$ cat src/mdsd_pkg.sv
// constants, types and register map of the modem spacing/deviation bank
// assumes one 50 MHz clock and an AXI4-Lite master with 32-bit data
package mdsd_pkg;
  localparam int ADDR_W = 18;
  localparam int SPC_W  = 12;
  localparam int DEV_W  = 11;
  localparam int FREQ_W = 32;
  // printed offsets are word indices; byte address is four times
  localparam logic [15:0] IDX_SPC_MANT  = 16'hDF10;
  localparam logic [15:0] IDX_DEVIATION = 16'hDF11;
  localparam logic [ADDR_W-1:0] A_SPC_MANT   = {IDX_SPC_MANT, 2'b00};
  localparam logic [ADDR_W-1:0] A_DEVIATION  = {IDX_DEVIATION, 2'b00};
  localparam logic [ADDR_W-1:0] A_RADIO_CTRL = 18'h00000;
  localparam logic [ADDR_W-1:0] A_BASE_FREQ  = 18'h00004;
  localparam logic [ADDR_W-1:0] A_SPACING_ST = 18'h00008;
  localparam logic [ADDR_W-1:0] A_FREQ_ST    = 18'h0000C;
  localparam logic [ADDR_W-1:0] A_DEV_ST     = 18'h00010;
  localparam int DEV_E_LO    = 4;
  localparam int DEV_M_LO    = 0;
  localparam int CTRL_SPC_E  = 0;
  localparam int CTRL_CHANNEL_NUMBER   = 8;
  localparam int CTRL_MOD    = 16;
  localparam int CTRL_RX     = 24;
  localparam logic [7:0]  RST_SPC_MANT = 8'hF8;
  localparam logic [2:0]  RST_DEV_E    = 3'h4;
  localparam logic [2:0]  RST_DEV_M    = 3'h7;
  localparam logic [1:0]  RST_SPC_E    = 2'h2;
  localparam logic [7:0]  RST_CHANNEL_NUMBER     = 8'h00;
  localparam logic [2:0]  RST_MOD      = 3'h0;
  localparam logic [31:0] RST_BASE     = 32'h00000000;
  localparam logic [1:0]  RESP_OKAY    = 2'h0;
  localparam logic [1:0]  RESP_SLVERR  = 2'h2;
  typedef enum logic [2:0] {
    MOD_FSK2 = 3'b000,
    MOD_GFSK = 3'b001,
    MOD_ASK  = 3'b011,
    MOD_MSK  = 3'b111
  } mdsd_mod_e;
  typedef enum logic [0:0] {
    WS_COLLECT = 1'b0,
    WS_RESP    = 1'b1
  } mdsd_wst_e;
  typedef enum logic [0:0] {
    RS_IDLE = 1'b0,
    RS_DATA = 1'b1
  } mdsd_rst_e;
endpackage

$ cat src/mdsd_cfg_if.sv
// configuration fields passed from the register file to the datapath
// assumes a single clock domain; fields change only on bus writes
`timescale 1ns/10ps
interface mdsd_cfg_if;
  logic [7:0]  spc_m;
  logic [1:0]  spc_e;
  logic [7:0]  channel_number;
  logic [31:0] base;
  logic [2:0]  dev_e;
  logic [2:0]  dev_m;
  logic [2:0]  modsel;
  logic        rx;
  modport src (output spc_m, spc_e, channel_number, base, dev_e, dev_m, modsel, rx);
  modport snk (input  spc_m, spc_e, channel_number, base, dev_e, dev_m, modsel, rx);
endinterface

$ cat src/mdsd_regs.sv
// register bank for channel spacing and deviation, AXI4-Lite slave
// assumes one AXI4-Lite master; one write and one read in flight at most
//
// Design decision made here: the AXI4-Lite slave port.
`timescale 1ns/10ps
module mdsd_regs
  import mdsd_pkg::*;
(
  input  wire logic                MCLK,            // 50 MHz clock
  input  wire logic                RESETN,          // async reset, low
  input  wire logic [ADDR_W-1:0]   S_AXI_AWADDR,    // write address
  input  wire logic [2:0]          S_AXI_AWPROT,    // unused
  input  wire logic                S_AXI_AWVALID,   // write address valid
  output logic                     S_AXI_AWREADY,   // write address ready
  input  wire logic [31:0]         S_AXI_WDATA,     // write data
  input  wire logic [3:0]          S_AXI_WSTRB,     // byte strobes
  input  wire logic                S_AXI_WVALID,    // write data valid
  output logic                     S_AXI_WREADY,    // write data ready
  output logic [1:0]               S_AXI_BRESP,     // write response
  output logic                     S_AXI_BVALID,    // write response valid
  input  wire logic                S_AXI_BREADY,    // write response ready
  input  wire logic [ADDR_W-1:0]   S_AXI_ARADDR,    // read address
  input  wire logic [2:0]          S_AXI_ARPROT,    // unused
  input  wire logic                S_AXI_ARVALID,   // read address valid
  output logic                     S_AXI_ARREADY,   // read address ready
  output logic [31:0]              S_AXI_RDATA,     // read data
  output logic [1:0]               S_AXI_RRESP,     // read response
  output logic                     S_AXI_RVALID,    // read data valid
  input  wire logic                S_AXI_RREADY,    // read data ready
  input  wire logic                TX_DATA_BIT,     // bit now sent
  output logic [SPC_W-1:0]         CHANNEL_NUMBER_SPACING,    // spacing, fref/2^18
  output logic [FREQ_W-1:0]        OP_FREQ,         // frequency, fref/2^18
  output logic [DEV_W-1:0]         DEVIATION,       // deviation, fref/2^17
  output logic signed [DEV_W:0]    TX_FREQ_OFFSET,  // signed carrier offset
  output logic [3:0]               MSK_PHASE_FRAC,  // eighths of a symbol
  output logic                     MSK_PHASE_NEG,   // high: -90 deg step
  output logic [DEV_W-1:0]         RX_EXP_DEV       // expected rx deviation
);
  typedef struct packed {
    mdsd_wst_e         wst;
    logic              aw_got;
    logic              w_got;
    logic [ADDR_W-1:0] awaddr;
    logic [31:0]       wdata;
    logic [3:0]        wstrb;
    logic [1:0]        bresp;
    mdsd_rst_e         rst;
    logic [31:0]       rdata;
    logic [1:0]        rresp;
    logic [7:0]        spc_m;
    logic [2:0]        dev_e;
    logic [2:0]        dev_m;
    logic [1:0]        spc_e;
    logic [7:0]        channel_number;
    logic [2:0]        modsel;
    logic              rx;
    logic [31:0]       base;
  } mdsd_top_s;

  mdsd_top_s q, d;
  logic [31:0] rd_word;
  logic        rd_hit;
  logic        wr_go;
  logic [SPC_W-1:0]  spacing;
  logic [FREQ_W-1:0] freq;
  logic [DEV_W-1:0]  dev;

  mdsd_cfg_if cfg ();

  // read mux; unused bits of narrow registers read as zero
  always_comb begin
    rd_word = 32'h00000000;
    rd_hit  = 1'b1;
    case (S_AXI_ARADDR)
      A_SPC_MANT: begin
        rd_word[7:0] = q.spc_m;
      end
      A_DEVIATION: begin
        rd_word[DEV_E_LO +: 3] = q.dev_e;
        rd_word[DEV_M_LO +: 3] = q.dev_m;
      end
      A_RADIO_CTRL: begin
        rd_word[CTRL_SPC_E +: 2] = q.spc_e;
        rd_word[CTRL_CHANNEL_NUMBER +: 8]  = q.channel_number;
        rd_word[CTRL_MOD +: 3]   = q.modsel;
        rd_word[CTRL_RX]         = q.rx;
      end
      A_BASE_FREQ: begin
        rd_word = q.base;
      end
      A_SPACING_ST: begin
        rd_word[SPC_W-1:0] = spacing;
      end
      A_FREQ_ST: begin
        rd_word = freq;
      end
      A_DEV_ST: begin
        rd_word[DEV_W-1:0] = dev;
      end
      default: begin
        rd_hit = 1'b0;
      end
    endcase
  end

  assign wr_go = (q.wst == WS_COLLECT) && q.aw_got && q.w_got;

  always_comb begin
    d = q;
    if (S_AXI_AWVALID && S_AXI_AWREADY) begin
      d.aw_got = 1'b1;
      d.awaddr = S_AXI_AWADDR;
    end
    if (S_AXI_WVALID && S_AXI_WREADY) begin
      d.w_got = 1'b1;
      d.wdata = S_AXI_WDATA;
      d.wstrb = S_AXI_WSTRB;
    end
    if (wr_go) begin
      d.aw_got = 1'b0;
      d.w_got  = 1'b0;
      d.wst    = WS_RESP;
      d.bresp  = RESP_OKAY;
      case (q.awaddr)
        A_SPC_MANT: begin
          if (q.wstrb[0]) begin
            d.spc_m = q.wdata[7:0];
          end
        end
        A_DEVIATION: begin
          // bits 7 and 3 have no storage, writes there are dropped
          if (q.wstrb[0]) begin
            d.dev_e = q.wdata[DEV_E_LO +: 3];
            d.dev_m = q.wdata[DEV_M_LO +: 3];
          end
        end
        A_RADIO_CTRL: begin
          if (q.wstrb[0]) begin
            d.spc_e = q.wdata[CTRL_SPC_E +: 2];
          end
          if (q.wstrb[1]) begin
            d.channel_number = q.wdata[CTRL_CHANNEL_NUMBER +: 8];
          end
          if (q.wstrb[2]) begin
            d.modsel = q.wdata[CTRL_MOD +: 3];
          end
          if (q.wstrb[3]) begin
            d.rx = q.wdata[CTRL_RX];
          end
        end
        A_BASE_FREQ: begin
          for (int i = 0; i < 4; i++) begin
            if (q.wstrb[i]) begin
              d.base[8*i +: 8] = q.wdata[8*i +: 8];
            end
          end
        end
        A_SPACING_ST, A_FREQ_ST, A_DEV_ST: begin
          d.bresp = RESP_OKAY;
        end
        default: begin
          d.bresp = RESP_SLVERR;
        end
      endcase
    end
    if (q.wst == WS_RESP && S_AXI_BREADY) begin
      d.wst = WS_COLLECT;
    end
    if (S_AXI_ARVALID && S_AXI_ARREADY) begin
      d.rst   = RS_DATA;
      d.rdata = rd_word;
      d.rresp = rd_hit ? RESP_OKAY : RESP_SLVERR;
    end
    if (q.rst == RS_DATA && S_AXI_RREADY) begin
      d.rst = RS_IDLE;
    end
  end

  always_ff @(posedge MCLK or negedge RESETN) begin
    if (!RESETN) begin
      q        <= '0;
      q.wst    <= WS_COLLECT;
      q.rst    <= RS_IDLE;
      q.bresp  <= RESP_OKAY;
      q.rresp  <= RESP_OKAY;
      q.spc_m  <= RST_SPC_MANT;
      q.dev_e  <= RST_DEV_E;
      q.dev_m  <= RST_DEV_M;
      q.spc_e  <= RST_SPC_E;
      q.channel_number   <= RST_CHANNEL_NUMBER;
      q.modsel <= RST_MOD;
      q.rx     <= 1'b0;
      q.base   <= RST_BASE;
    end else begin
      q <= d;
    end
  end

  // a held address waits until the write response is taken
  assign S_AXI_AWREADY = (q.wst == WS_COLLECT) && !q.aw_got;
  assign S_AXI_WREADY  = (q.wst == WS_COLLECT) && !q.w_got;
  assign S_AXI_BVALID  = (q.wst == WS_RESP);
  assign S_AXI_BRESP   = q.bresp;
  assign S_AXI_ARREADY = (q.rst == RS_IDLE);
  assign S_AXI_RVALID  = (q.rst == RS_DATA);
  assign S_AXI_RDATA   = q.rdata;
  assign S_AXI_RRESP   = q.rresp;

  assign cfg.spc_m  = q.spc_m;
  assign cfg.spc_e  = q.spc_e;
  assign cfg.channel_number   = q.channel_number;
  assign cfg.base   = q.base;
  assign cfg.dev_e  = q.dev_e;
  assign cfg.dev_m  = q.dev_m;
  assign cfg.modsel = q.modsel;
  assign cfg.rx     = q.rx;

  mdsd_spacing u_spacing (
    .clk     (MCLK),
    .rst_n   (RESETN),
    .cfg     (cfg),
    .spacing (spacing),
    .freq    (freq)
  );

  mdsd_deviation u_deviation (
    .clk      (MCLK),
    .rst_n    (RESETN),
    .cfg      (cfg),
    .tx_bit   (TX_DATA_BIT),
    .dev      (dev),
    .tx_off   (TX_FREQ_OFFSET),
    .msk_frac (MSK_PHASE_FRAC),
    .msk_neg  (MSK_PHASE_NEG),
    .rx_dev   (RX_EXP_DEV)
  );

  assign CHANNEL_NUMBER_SPACING = spacing;
  assign OP_FREQ      = freq;
  assign DEVIATION    = dev;
endmodule

$ cat src/mdsd_spacing.sv
// channel spacing and operating frequency, in units of fref/2^18
// assumes configuration fields from the register file on the same clock
`timescale 1ns/10ps
module mdsd_spacing
  import mdsd_pkg::*;
(
  input  wire logic              clk,     // system clock
  input  wire logic              rst_n,   // async reset, low
  mdsd_cfg_if.snk                cfg,     // configuration fields
  output logic [SPC_W-1:0]       spacing, // channel spacing
  output logic [FREQ_W-1:0]      freq     // operating frequency
);
  typedef struct packed {
    logic [SPC_W-1:0]  spacing;
    logic [FREQ_W-1:0] freq;
  } mdsd_spc_s;
  mdsd_spc_s q, d;
  logic [19:0] channel_number_off;

  always_comb begin
    d = q;
    d.spacing = SPC_W'({1'b1, cfg.spc_m}) << cfg.spc_e;
    channel_number_off  = q.spacing * cfg.channel_number;
    d.freq    = cfg.base + FREQ_W'(channel_number_off);
  end

  always_ff @(posedge clk or negedge rst_n) begin
    if (!rst_n) begin
      q <= '0;
    end else begin
      q <= d;
    end
  end

  assign spacing = q.spacing;
  assign freq    = q.freq;
endmodule

$ cat src/mdsd_deviation.sv
// deviation use per modulation and direction, units of fref/2^17
// assumes the data bit comes from datapath logic on the same clock
`timescale 1ns/10ps
module mdsd_deviation
  import mdsd_pkg::*;
(
  input  wire logic            clk,      // system clock
  input  wire logic            rst_n,    // async reset, low
  mdsd_cfg_if.snk              cfg,      // configuration fields
  input  wire logic            tx_bit,   // bit being sent
  output logic [DEV_W-1:0]     dev,      // tx deviation magnitude
  output logic signed [DEV_W:0] tx_off,  // carrier offset
  output logic [3:0]           msk_frac, // phase change eighths
  output logic                 msk_neg,  // high for -90 deg
  output logic [DEV_W-1:0]     rx_dev    // expected rx deviation
);
  typedef struct packed {
    logic [DEV_W-1:0] dev;
    logic [DEV_W:0]   off;
    logic [3:0]       frac;
    logic             neg;
    logic [DEV_W-1:0] rxd;
  } mdsd_dev_s;
  mdsd_dev_s q, d;
  logic fsk_mod;
  logic fsk_tx;
  logic msk_tx;

  always_comb begin
    d       = q;
    fsk_mod = (cfg.modsel == MOD_FSK2) || (cfg.modsel == MOD_GFSK);
    fsk_tx  = !cfg.rx && fsk_mod;
    msk_tx  = !cfg.rx && (cfg.modsel == MOD_MSK);
    d.dev   = DEV_W'({1'b1, cfg.dev_m}) << cfg.dev_e;
    d.off   = '0;
    d.frac  = '0;
    d.neg   = 1'b0;
    d.rxd   = '0;
    if (fsk_tx) begin
      d.off = tx_bit ? {1'b0, d.dev} : -{1'b0, d.dev};
    end
    if (msk_tx) begin
      d.frac = {1'b0, cfg.dev_m} + 4'h1;
      d.neg  = tx_bit;
    end
    if (cfg.rx && fsk_mod) begin
      d.rxd = d.dev;
    end
  end

  always_ff @(posedge clk or negedge rst_n) begin
    if (!rst_n) begin
      q <= '0;
    end else begin
      q <= d;
    end
  end

  assign dev      = q.dev;
  assign tx_off   = q.off;
  assign msk_frac = q.frac;
  assign msk_neg  = q.neg;
  assign rx_dev   = q.rxd;
endmodule

$ cat config.mk
export PLATFORM = sky130hd
export DESIGN_NAME = mdsd_regs
export DESIGN_NICKNAME = d
export VERILOG_FILES = /design/src/mdsd_pkg.sv /design/src/mdsd_cfg_if.sv /design/src/mdsd_regs.sv /design/src/mdsd_spacing.sv /design/src/mdsd_deviation.sv
export SDC_FILE = /design/constraint.sdc
export NUM_CORES = 1
export LEC_CHECK = 0
export BUFFER_PORTS_ARGS = -buffer_cell sky130_fd_sc_hd__clkbuf_2
export CORE_MARGIN = 1
export CORE_UTILIZATION = 45
export DETAILED_ROUTE_END_ITERATION = 7
export PLACE_DENSITY = 0.72
export SYNTH_ARGS = -nofsm -noshare
export SYNTH_HDL_FRONTEND = slang
export SYNTH_SLANG_ARGS = --single-unit
$ cat constraint.sdc
create_clock -name MCLK -period 4.35 [get_ports MCLK]
set_input_delay 0.87 -clock MCLK [delete_from_list [all_inputs] [get_ports MCLK]]
set_output_delay 0.87 -clock MCLK [all_outputs]
set_load 0.1 [all_outputs]
[Yosys cells after proc, flatten, opt, wreduce, memory -nomap -nowiden]
Cells that the tools add are included.
Storage, ports and cells
  register bits after elaboration: 237
Operators by class
  add/subtract/negate cells: 3
  $mul: 1
  equal/unequal tests: 14
  shifts and indexed selects: 2
  muxes and demuxes: 24
  bitwise operators: 2
  reduce and logical (&&, ||, !) cells: 35
Operator list (count)
  == test 18 bit (second input constant): 4
  == test 18 x 4 -> 1 bit (second input constant): 4
  == test 18 x 3 -> 1 bit (second input constant): 2
  == test 18 x 5 -> 1 bit (second input constant): 2
  zero test 18 bit: 2
  two-way mux 35 bit: 1
  adder 32 x 20 -> 32 bit: 1
  AND reduction 3 bit: 10
  two-way mux 12 bit: 2
  one-hot mux 7 bit (3 select lines): 1
  multiplier 12 x 8 -> 20 bit: 1
  one-hot mux 3 bit (6 select lines): 1
  one-hot mux 3 bit (5 select lines): 1
  one-hot mux 2 bit (7 select lines): 1
  one-hot mux 7 bit (2 select lines): 1
  OR reduction 7 bit: 2
  logical AND 1 bit: 12
  negation 11 -> 12 bit: 1
  left shift 9 x 2 -> 12 bit: 1
  two-way mux 11 bit: 1
  left shift 4 x 3 -> 11 bit: 1
  one-hot mux 1 bit (5 select lines): 2
  one-hot mux 5 bit (2 select lines): 1
  nonzero test 2 bit: 4
  14 further kinds: 22

[Logic depth before layout (Yosys ltp)]
Gate-level depths: netlist (run 1).
  word-level depth: 6
  mapped depth: 18

[Hierarchy]
Synthesis (run 1) repeated with hierarchy kept, for this count alone.
Second synthesis, totals
  cells, all modules: 1270
  area, all modules: 14047.2 µm²
Modules (own cells, without submodules)
  mdsd_regs: instances 1, cells an instance 553, area each 6998.0 µm², seq. area each 3816.2 µm²
  mdsd_spacing: instances 1, cells an instance 548, area each 5278.8 µm², seq. area each 1101.1 µm²
  mdsd_deviation: instances 1, cells an instance 169, area each 1770.4 µm², seq. area each 975.9 µm²

[Worst setup path before layout (run 1)]
OpenSTA, ideal clock, no wires.
  path type: register -> register
  from: reg u_spacing.q (netlist bit u_spacing.spacing[9])
  to: reg u_spacing.q (netlist bit u_spacing.freq[23])
  library setup time: 0.066 ns
  arrival time: 5.208 ns
  path slack: -0.924 ns
  stages on the path, launching flop included: 18
  clock period less this slack: 5.274 ns
  cells stage by stage: dfrtp_1 -> clkbuf_1 -> nand2_1 -> fa_1 -> inv_1 -> fa_1 -> inv_1 -> fa_1 -> fa_1 -> inv_1 -> ha_1 -> clkbuf_1 -> and3_1 -> and3_1 -> and2_1 -> or3b_2 -> a21oi_1 -> o32a_1
RTL lines
  from (decl): RTL line mdsd_spacing.sv:17  | mdsd_spc_s q, d;
  from (signal assigned): RTL line mdsd_spacing.sv:29  | q <= '0;
  from (signal assigned): RTL line mdsd_spacing.sv:31  | q <= d;

==> impl_metrics.toml, run 1 <==
[outcome]
outcome = "complete, but fails checks"
violations = "design-rule violations, negative setup slack"

[timing]
post-route-period-util = 1.02
finalSetupViolCount = 10
rsz0062_at_grt = "yes"
max_freq_ghz = 0.226
slew_viol_final = 0
fin_ws_ps = -70.0
timing_hold_violations_final = 0
min_period_ps = 4420
tightest_slew_ps = 1100
skew_ps = 14.6
relSlewSlack = 0.262

[clocking]
clk_latency_ps = 530
cts_buffer_depth = 3
clk_pin_slew_ps = 60
h-tree-depth = 1
cts_tree = "done"
cts_root_buf = "clkbuf_16"
numCtsBuffers = 26
cts.sinks = 235

[place]
place_ws_ps = -307
dpl.hpwl_mm = 27.1
gp_congestion = 0.842
place_area_um2 = 15900
placedCellCount = 1846
io_buffers = 201

[pwr]
power_density_nw_per_um2 = 342
ir_worst_vdd_mv = 0.632
p_leak_uw = 0.00878

[synth]
yosysMostFrequentCell = "dfrtp_1"
synthAdderAreaFrac = 0.152
synthCells = 1273
yosys-top-cells-area = "dfrtp_1 (40%), fa_1 (11%), mux2_2 (7.3%)"
synthMuxAreaShare = 0.134
yosysWarnings = 0
ys_types = 71
synth-simple-area-share = 0.122
seq_area_frac_synth = 0.417
async_reset_ff_frac = 1.00
synth_xor_area_frac = 0.0198
synthTopCellsByCount = "dfrtp_1 (225), inv_1 (142), nand2_1 (94), mux2_2 (91), fa_1 (78)"
synth-edff-count = 0
synth_top_area_share = 0.399
syn_area_um2 = 14100
synth_top_family_by_area = "adder cells"
ys_ff_latch = 235
synth-compound-area-share = 0.0805
synth_top_cell_by_area = "dfrtp_1"
avgSynthCellArea_um2 = 11.1
synth_flop_cell = "dfrtp_1"

[worst_setup_path]
arrival_ps = 4830
start_kind = "flip-flop"
worstPathMaxFanout = 5
crit_type = "reg2reg"
r2r-end = "u_spacing.freq[28]"
r2r_slack_ps = -70
r2r-start = "cfg.channel_number[4]"
rr_worst_depth = 18
crit_path_end_kind = "flip-flop"
crit_required_ps = 4760

[global_route]
antenna_found_initial = 1
grt_pass1_wl_mm = 58.8
grt_max_degree = 122
grt_use_total = 0.236
grt_overflow = 0
grt_pass1_vias = 10900

[finish]
nNetsFinal = 1737
diodes = 0
areaGrowthSynthToFinish_pct = 25.8
layout-drive-gt1-share = 0.416
fin_area_um2 = 17800
layout.cells.non_filler = 1942
final_core_util = 0.578

[die]
core_um2 = 30700
die_w_um = 179
io_pins = 210
dieHeight_um = 179
start_util = 0.459
dieArea_um2 = 32100
rows = 64

[min_path]
holdCritPathClass = "in2async"

[routing]
wl_per_cell_um = 19.4
ant_nets = 0
post_drt_via_cell_ratio = 5.40
firstDrtPassIters = 8
vias = 10500
drt_wl_total_mm = 37.7
drtIter0Drc = 587
drc = 8

[job]
maxCapViolCount = 0
==> per-stage QoR <==
| stage | setup TNS, ps | total power (uW) | hold slack, ps |
|---|---|---|---|
| floorplan | -374 | 3510 | 444 |
| CTS | -306 | 6120 | 481 |
| global route | -2440 | 6300 | 507 |
| global placement | -3130 | 3750 | 460 |
| detailed placement | -4140 | 3790 | 467 |
| finish | -529 | 6070 | 437 |
==> routing by layer <==
metal  part of all wire  global-route usage
met1               0.43               0.316
met5            0.00045                   0
met2               0.48               0.393
met3              0.062              0.0433
met4              0.025              0.0630
==> final cells by class <==
type	instances	area [um^2]
fill	2511	13000
multi-input combinational	803	7810
sequential	235	5950
timing repair buffer	318	2080
clock buffer	32	704
inverter	142	533
tap	396	495
clock inverter	16	201
==> critical path: stages (launching register included) <==
cell	delay [ps]
dfrtp_2	390
buf_6	120
buf_12	100
nand2_4	40
fa_1	500
fa_1	520
inv_2	50
fa_1	530
inv_1	50
fa_1	490
inv_2	40
ha_4	270
a21o_1	190
a31o_4	170
o2111ai_4	170
a31oi_4	260
buf_12	160
nand3_2	90
xnor2_1	140
==> logic make-up (layout without fill, tap and decap cells) <==
group | after synthesis | count (layout)
fa+ha+maj | 125 | 125
mux | 159 | 159
flops | 235 | 235
buf+inv | 236 | 508
other cells | 1 | 2
compound gates | 169 | 169
simple gates | 316 | 316
xor+xnor | 32 | 32
==> layout by cell type (no fill, tap or decap), types with 11 or more instances in the layout <==
cell type and count:
and2_1 57, fa_1 67, inv_1 130, nand4_1 11, and2_4 13, buf_4 88
nand2_1 82, a21oi_1 27, mux2i_1 34, o21ai_0 25, buf_6 20, inv_2 12
dfrtp_4 11, ha_1 32, clkbuf_2 200, o31ai_1 12, mux2_4 32, dfrtp_1 205
mux2_2 91, fa_2 11, ha_4 14, xnor2_1 20, nor2_1 50, clkbuf_16 27
nand2_2 11
==> flip-flops by register name, summed over array words and instances, names as in the netlist <==
| register | flops |
|---|---|
| u_deviation.rx_dev | 11 |
| u_deviation.msk_neg | 1 |
| S_AXI_BRESP | 1 |
| q | 56 |
| S_AXI_RDATA | 32 |
| u_deviation.msk_frac | 4 |
| cfg.base | 32 |
| cfg.channel_number | 8 |
| u_deviation.tx_off | 12 |
| u_spacing.spacing | 12 |
| cfg.spc_e | 2 |
| u_spacing.freq | 32 |
| S_AXI_RRESP | 1 |
| cfg.modsel | 3 |
| cfg.dev_m | 3 |
| S_AXI_RVALID | 1 |
| cfg.dev_e | 3 |
| u_deviation.dev | 11 |
| S_AXI_BVALID | 1 |
| cfg.spc_m | 8 |
| cfg.rx | 1 |
==> report_power, final <==
part	leakage (uW)	internal, uW	switching (uW)	total (uW)
Sequential	0.00304	2490	282	2770
Combinational	0.00531	380	605	985
Clock	0.000434	1400	926	2320
Total	0.00878	4260	1810	6070
==> how the worst max path moves through the flow <==
stage	from	to	slack [ps]	cells after the start
detailed placement	cfg.channel_number[5]	u_spacing.freq[24]	-310	15
CTS	u_spacing.spacing[8]	u_spacing.freq[31]	-70	15
global route	cfg.channel_number[6]	u_spacing.freq[31]	-240	16
global placement	cfg.channel_number[5]	u_spacing.freq[30]	-270	15
finish	cfg.channel_number[4]	u_spacing.freq[28]	-70	18
floorplan	u_spacing.spacing[10]	u_spacing.freq[23]	-110	17
==> repair_timing <==
| item | 4_1_cts | 5_1_grt |
|---|---|---|
| hold buffers | 0 | 0 |
| endpoints found under the setup margin | 21 | 20 |
| setup buffers | 32 | 20 |
| gates resized for setup | 68 | 72 |
| pin swaps | 56 | 33 |
No activity file was read; power rests on OpenSTA's default activity.
==> run 2, diff against run 1 <==
==> constraint.sdc (replaced) <==
create_clock -name MCLK -period 4.35 [get_ports MCLK]
set_input_delay 0.87 -clock MCLK [delete_from_list [all_inputs] [get_ports MCLK]]
set_output_delay 0.87 -clock MCLK [all_outputs]
set_load 0.05 [all_outputs]
==> run 2 against run 1 <==
Effect of this change:
- the flow still finishes with violations (design-rule violations, negative setup slack)
- clock skew fell by 1.5 ps
- cell count grew 0.67%
- utilization is 0.22 points lower
- wire length decreased by 0.78%
- maximum frequency fell by 1.2%
- register-to-register slack worse by 50 ps
- die area unchanged
- worst setup slack got worse by 53 ps
- critical path depth did not move
- flip-flop and latch count unchanged
- via count is essentially flat
- power shrank 1.1%
==> impl_metrics.toml, run 2 (synthesis results as in run 1) <==
[routing]
drt_wl_total_mm = 37.4
wl_per_cell_um = 19.1
drc = 8
vias = 10500
drtIter0Drc = 558
ant_nets = 0
firstDrtPassIters = 7
post_drt_via_cell_ratio = 5.36

[pwr]
ir_worst_vdd_mv = 0.458
p_leak_uw = 0.00882
power_density_nw_per_um2 = 340

[clocking]
cts_tree = "done"
cts_buffer_depth = 3
cts.sinks = 235
cts_root_buf = "clkbuf_16"
numCtsBuffers = 26
clk_latency_ps = 530
hold_buffers = 0
h-tree-depth = 1
clk_pin_slew_ps = 60

[finish]
layout_commonest_cell = "dfrtp_1"
layout_common_cells = "dfrtp_1 (205), clkbuf_2 (200), inv_1 (132)"
nNetsFinal = 1751
layout.cells.non_filler = 1955
areaGrowthSynthToFinish_pct = 25.4
diodes = 0
largest_reg_flops = 56
fillers = 2536
fin_area_um2 = 17700
largest_register = "q"
layout-drive-gt1-share = 0.409

[timing]
fin_ws_ps = -122
timing_hold_violations_final = 0
rsz0062_at_grt = "yes"
finalSetupViolCount = 14
relSlewSlack = 0.286
slew_viol_final = 0
finalSetupTns_ps = -929
post-route-period-util = 1.03
max_freq_ghz = 0.224
tightest_slew_ps = 1070
skew_ps = 13.2
min_period_ps = 4470

[die]
core_um2 = 30700
die_w_um = 179
dieHeight_um = 179
io_pins = 210
rows = 64
start_util = 0.459
dieArea_um2 = 32100

[outcome]
outcome = "complete, but fails checks"
violations = "design-rule violations, negative setup slack"

[global_route]
grt_use_total = 0.236
grt_pass1_wl_mm = 58.6
grt_pass1_vias = 11000
antenna_found_initial = 0
grt_overflow = 0
grt_max_degree = 116

[place]
io_buffers = 201
gp_congestion = 0.862
placedCellCount = 1861
dpl.hpwl_mm = 27.2
place_ws_ps = -389
place_area_um2 = 15900

[job]
maxCapViolCount = 0

[worst_setup_path]
r2r_slack_ps = -120
crit_path_end_kind = "flip-flop"
rr_worst_depth = 18
crit_type = "reg2reg"
arrival_ps = 4930
r2r-start = "u_spacing.spacing[9]"
r2r-end = "u_spacing.freq[23]"
start_kind = "flip-flop"
crit_required_ps = 4810
worstPathMaxFanout = 8

[min_path]
holdCritPathClass = "in2async"
## run 2: area by class of cell
class | count | area [um^2] | area share
clock buffer | 35 | 746 | 0.0421
multi-input combinational | 803 | 7690 | 0.434
sequential | 235 | 5920 | 0.334
inverter | 142 | 533 | 0.0301
clock inverter | 12 | 195 | 0.0110
timing repair buffer | 332 | 2130 | 0.120
tap | 396 | 495 | 0.0280
## run 2: layer usage
layer | part of all wire | vias up | track usage | wire length (um)
met1 | 0.42 | 5321 | 0.310 | 15800
met4 | 0.027 | 0 | 0.0707 | 1020
met2 | 0.48 | 333 | 0.392 | 18000
li1 | - | 4771 | - | -
met5 | 0 | - | 0 | 0
met3 | 0.067 | 58 | 0.0479 | 2490
## run 2: power breakdown
group	total, uW	switching, uW	leakage [uW]	internal [uW]
clock	2400	905	0.000461	1500
sequential	2790	303	0.00304	2490
combinational	819	439	0.00532	380
## run 2: worst max path at each step
stage | startpoint | endpoint | slack, ps | depth (start not counted)
after floorplan | u_spacing.spacing[9] | u_spacing.freq[23] | -40 | 15
after global placement | cfg.channel_number[3] | u_spacing.freq[30] | -340 | 14
after detailed placement | cfg.channel_number[3] | u_spacing.freq[26] | -390 | 14
after CTS | cfg.channel_number[5] | u_spacing.freq[31] | -100 | 16
after global routing | u_spacing.spacing[7] | u_spacing.freq[31] | -280 | 16
final | u_spacing.spacing[9] | u_spacing.freq[23] | -120 | 18
## run 2: what timing repair did
item / 4_1_cts / 5_1_grt
setup buffers: 29 / 22
endpoints found under the setup margin: 20 / 20
gates resized for setup: 80 / 35
pin swaps: 52 / 48
## run 2: through the flow
| stage | power [uW] | utilization | hold slack, ps |
|---|---|---|---|
| floorplan | 3350 | - | 444 |
| global placement | 3610 | 0.517 | 461 |
| detailed placement | 3650 | 0.517 | 470 |
| CTS | 6060 | 0.566 | 360 |
| global route | 6220 | 0.576 | 382 |
| finish | 6010 | 0.576 | 333 |
## run 2: critical path: stages, from the launching register on
cell and delay, ps:
dfrtp_2 500, buf_4 160, nand2_2 50, fa_1 520
inv_2 40, fa_2 510, inv_1 50, fa_2 340
fa_1 500, inv_1 60, ha_4 270, buf_4 140
a21oi_2 140, o211ai_1 150, buf_4 170, a21oi_2 110
or3b_4 400, a21oi_2 120, o32a_1 150
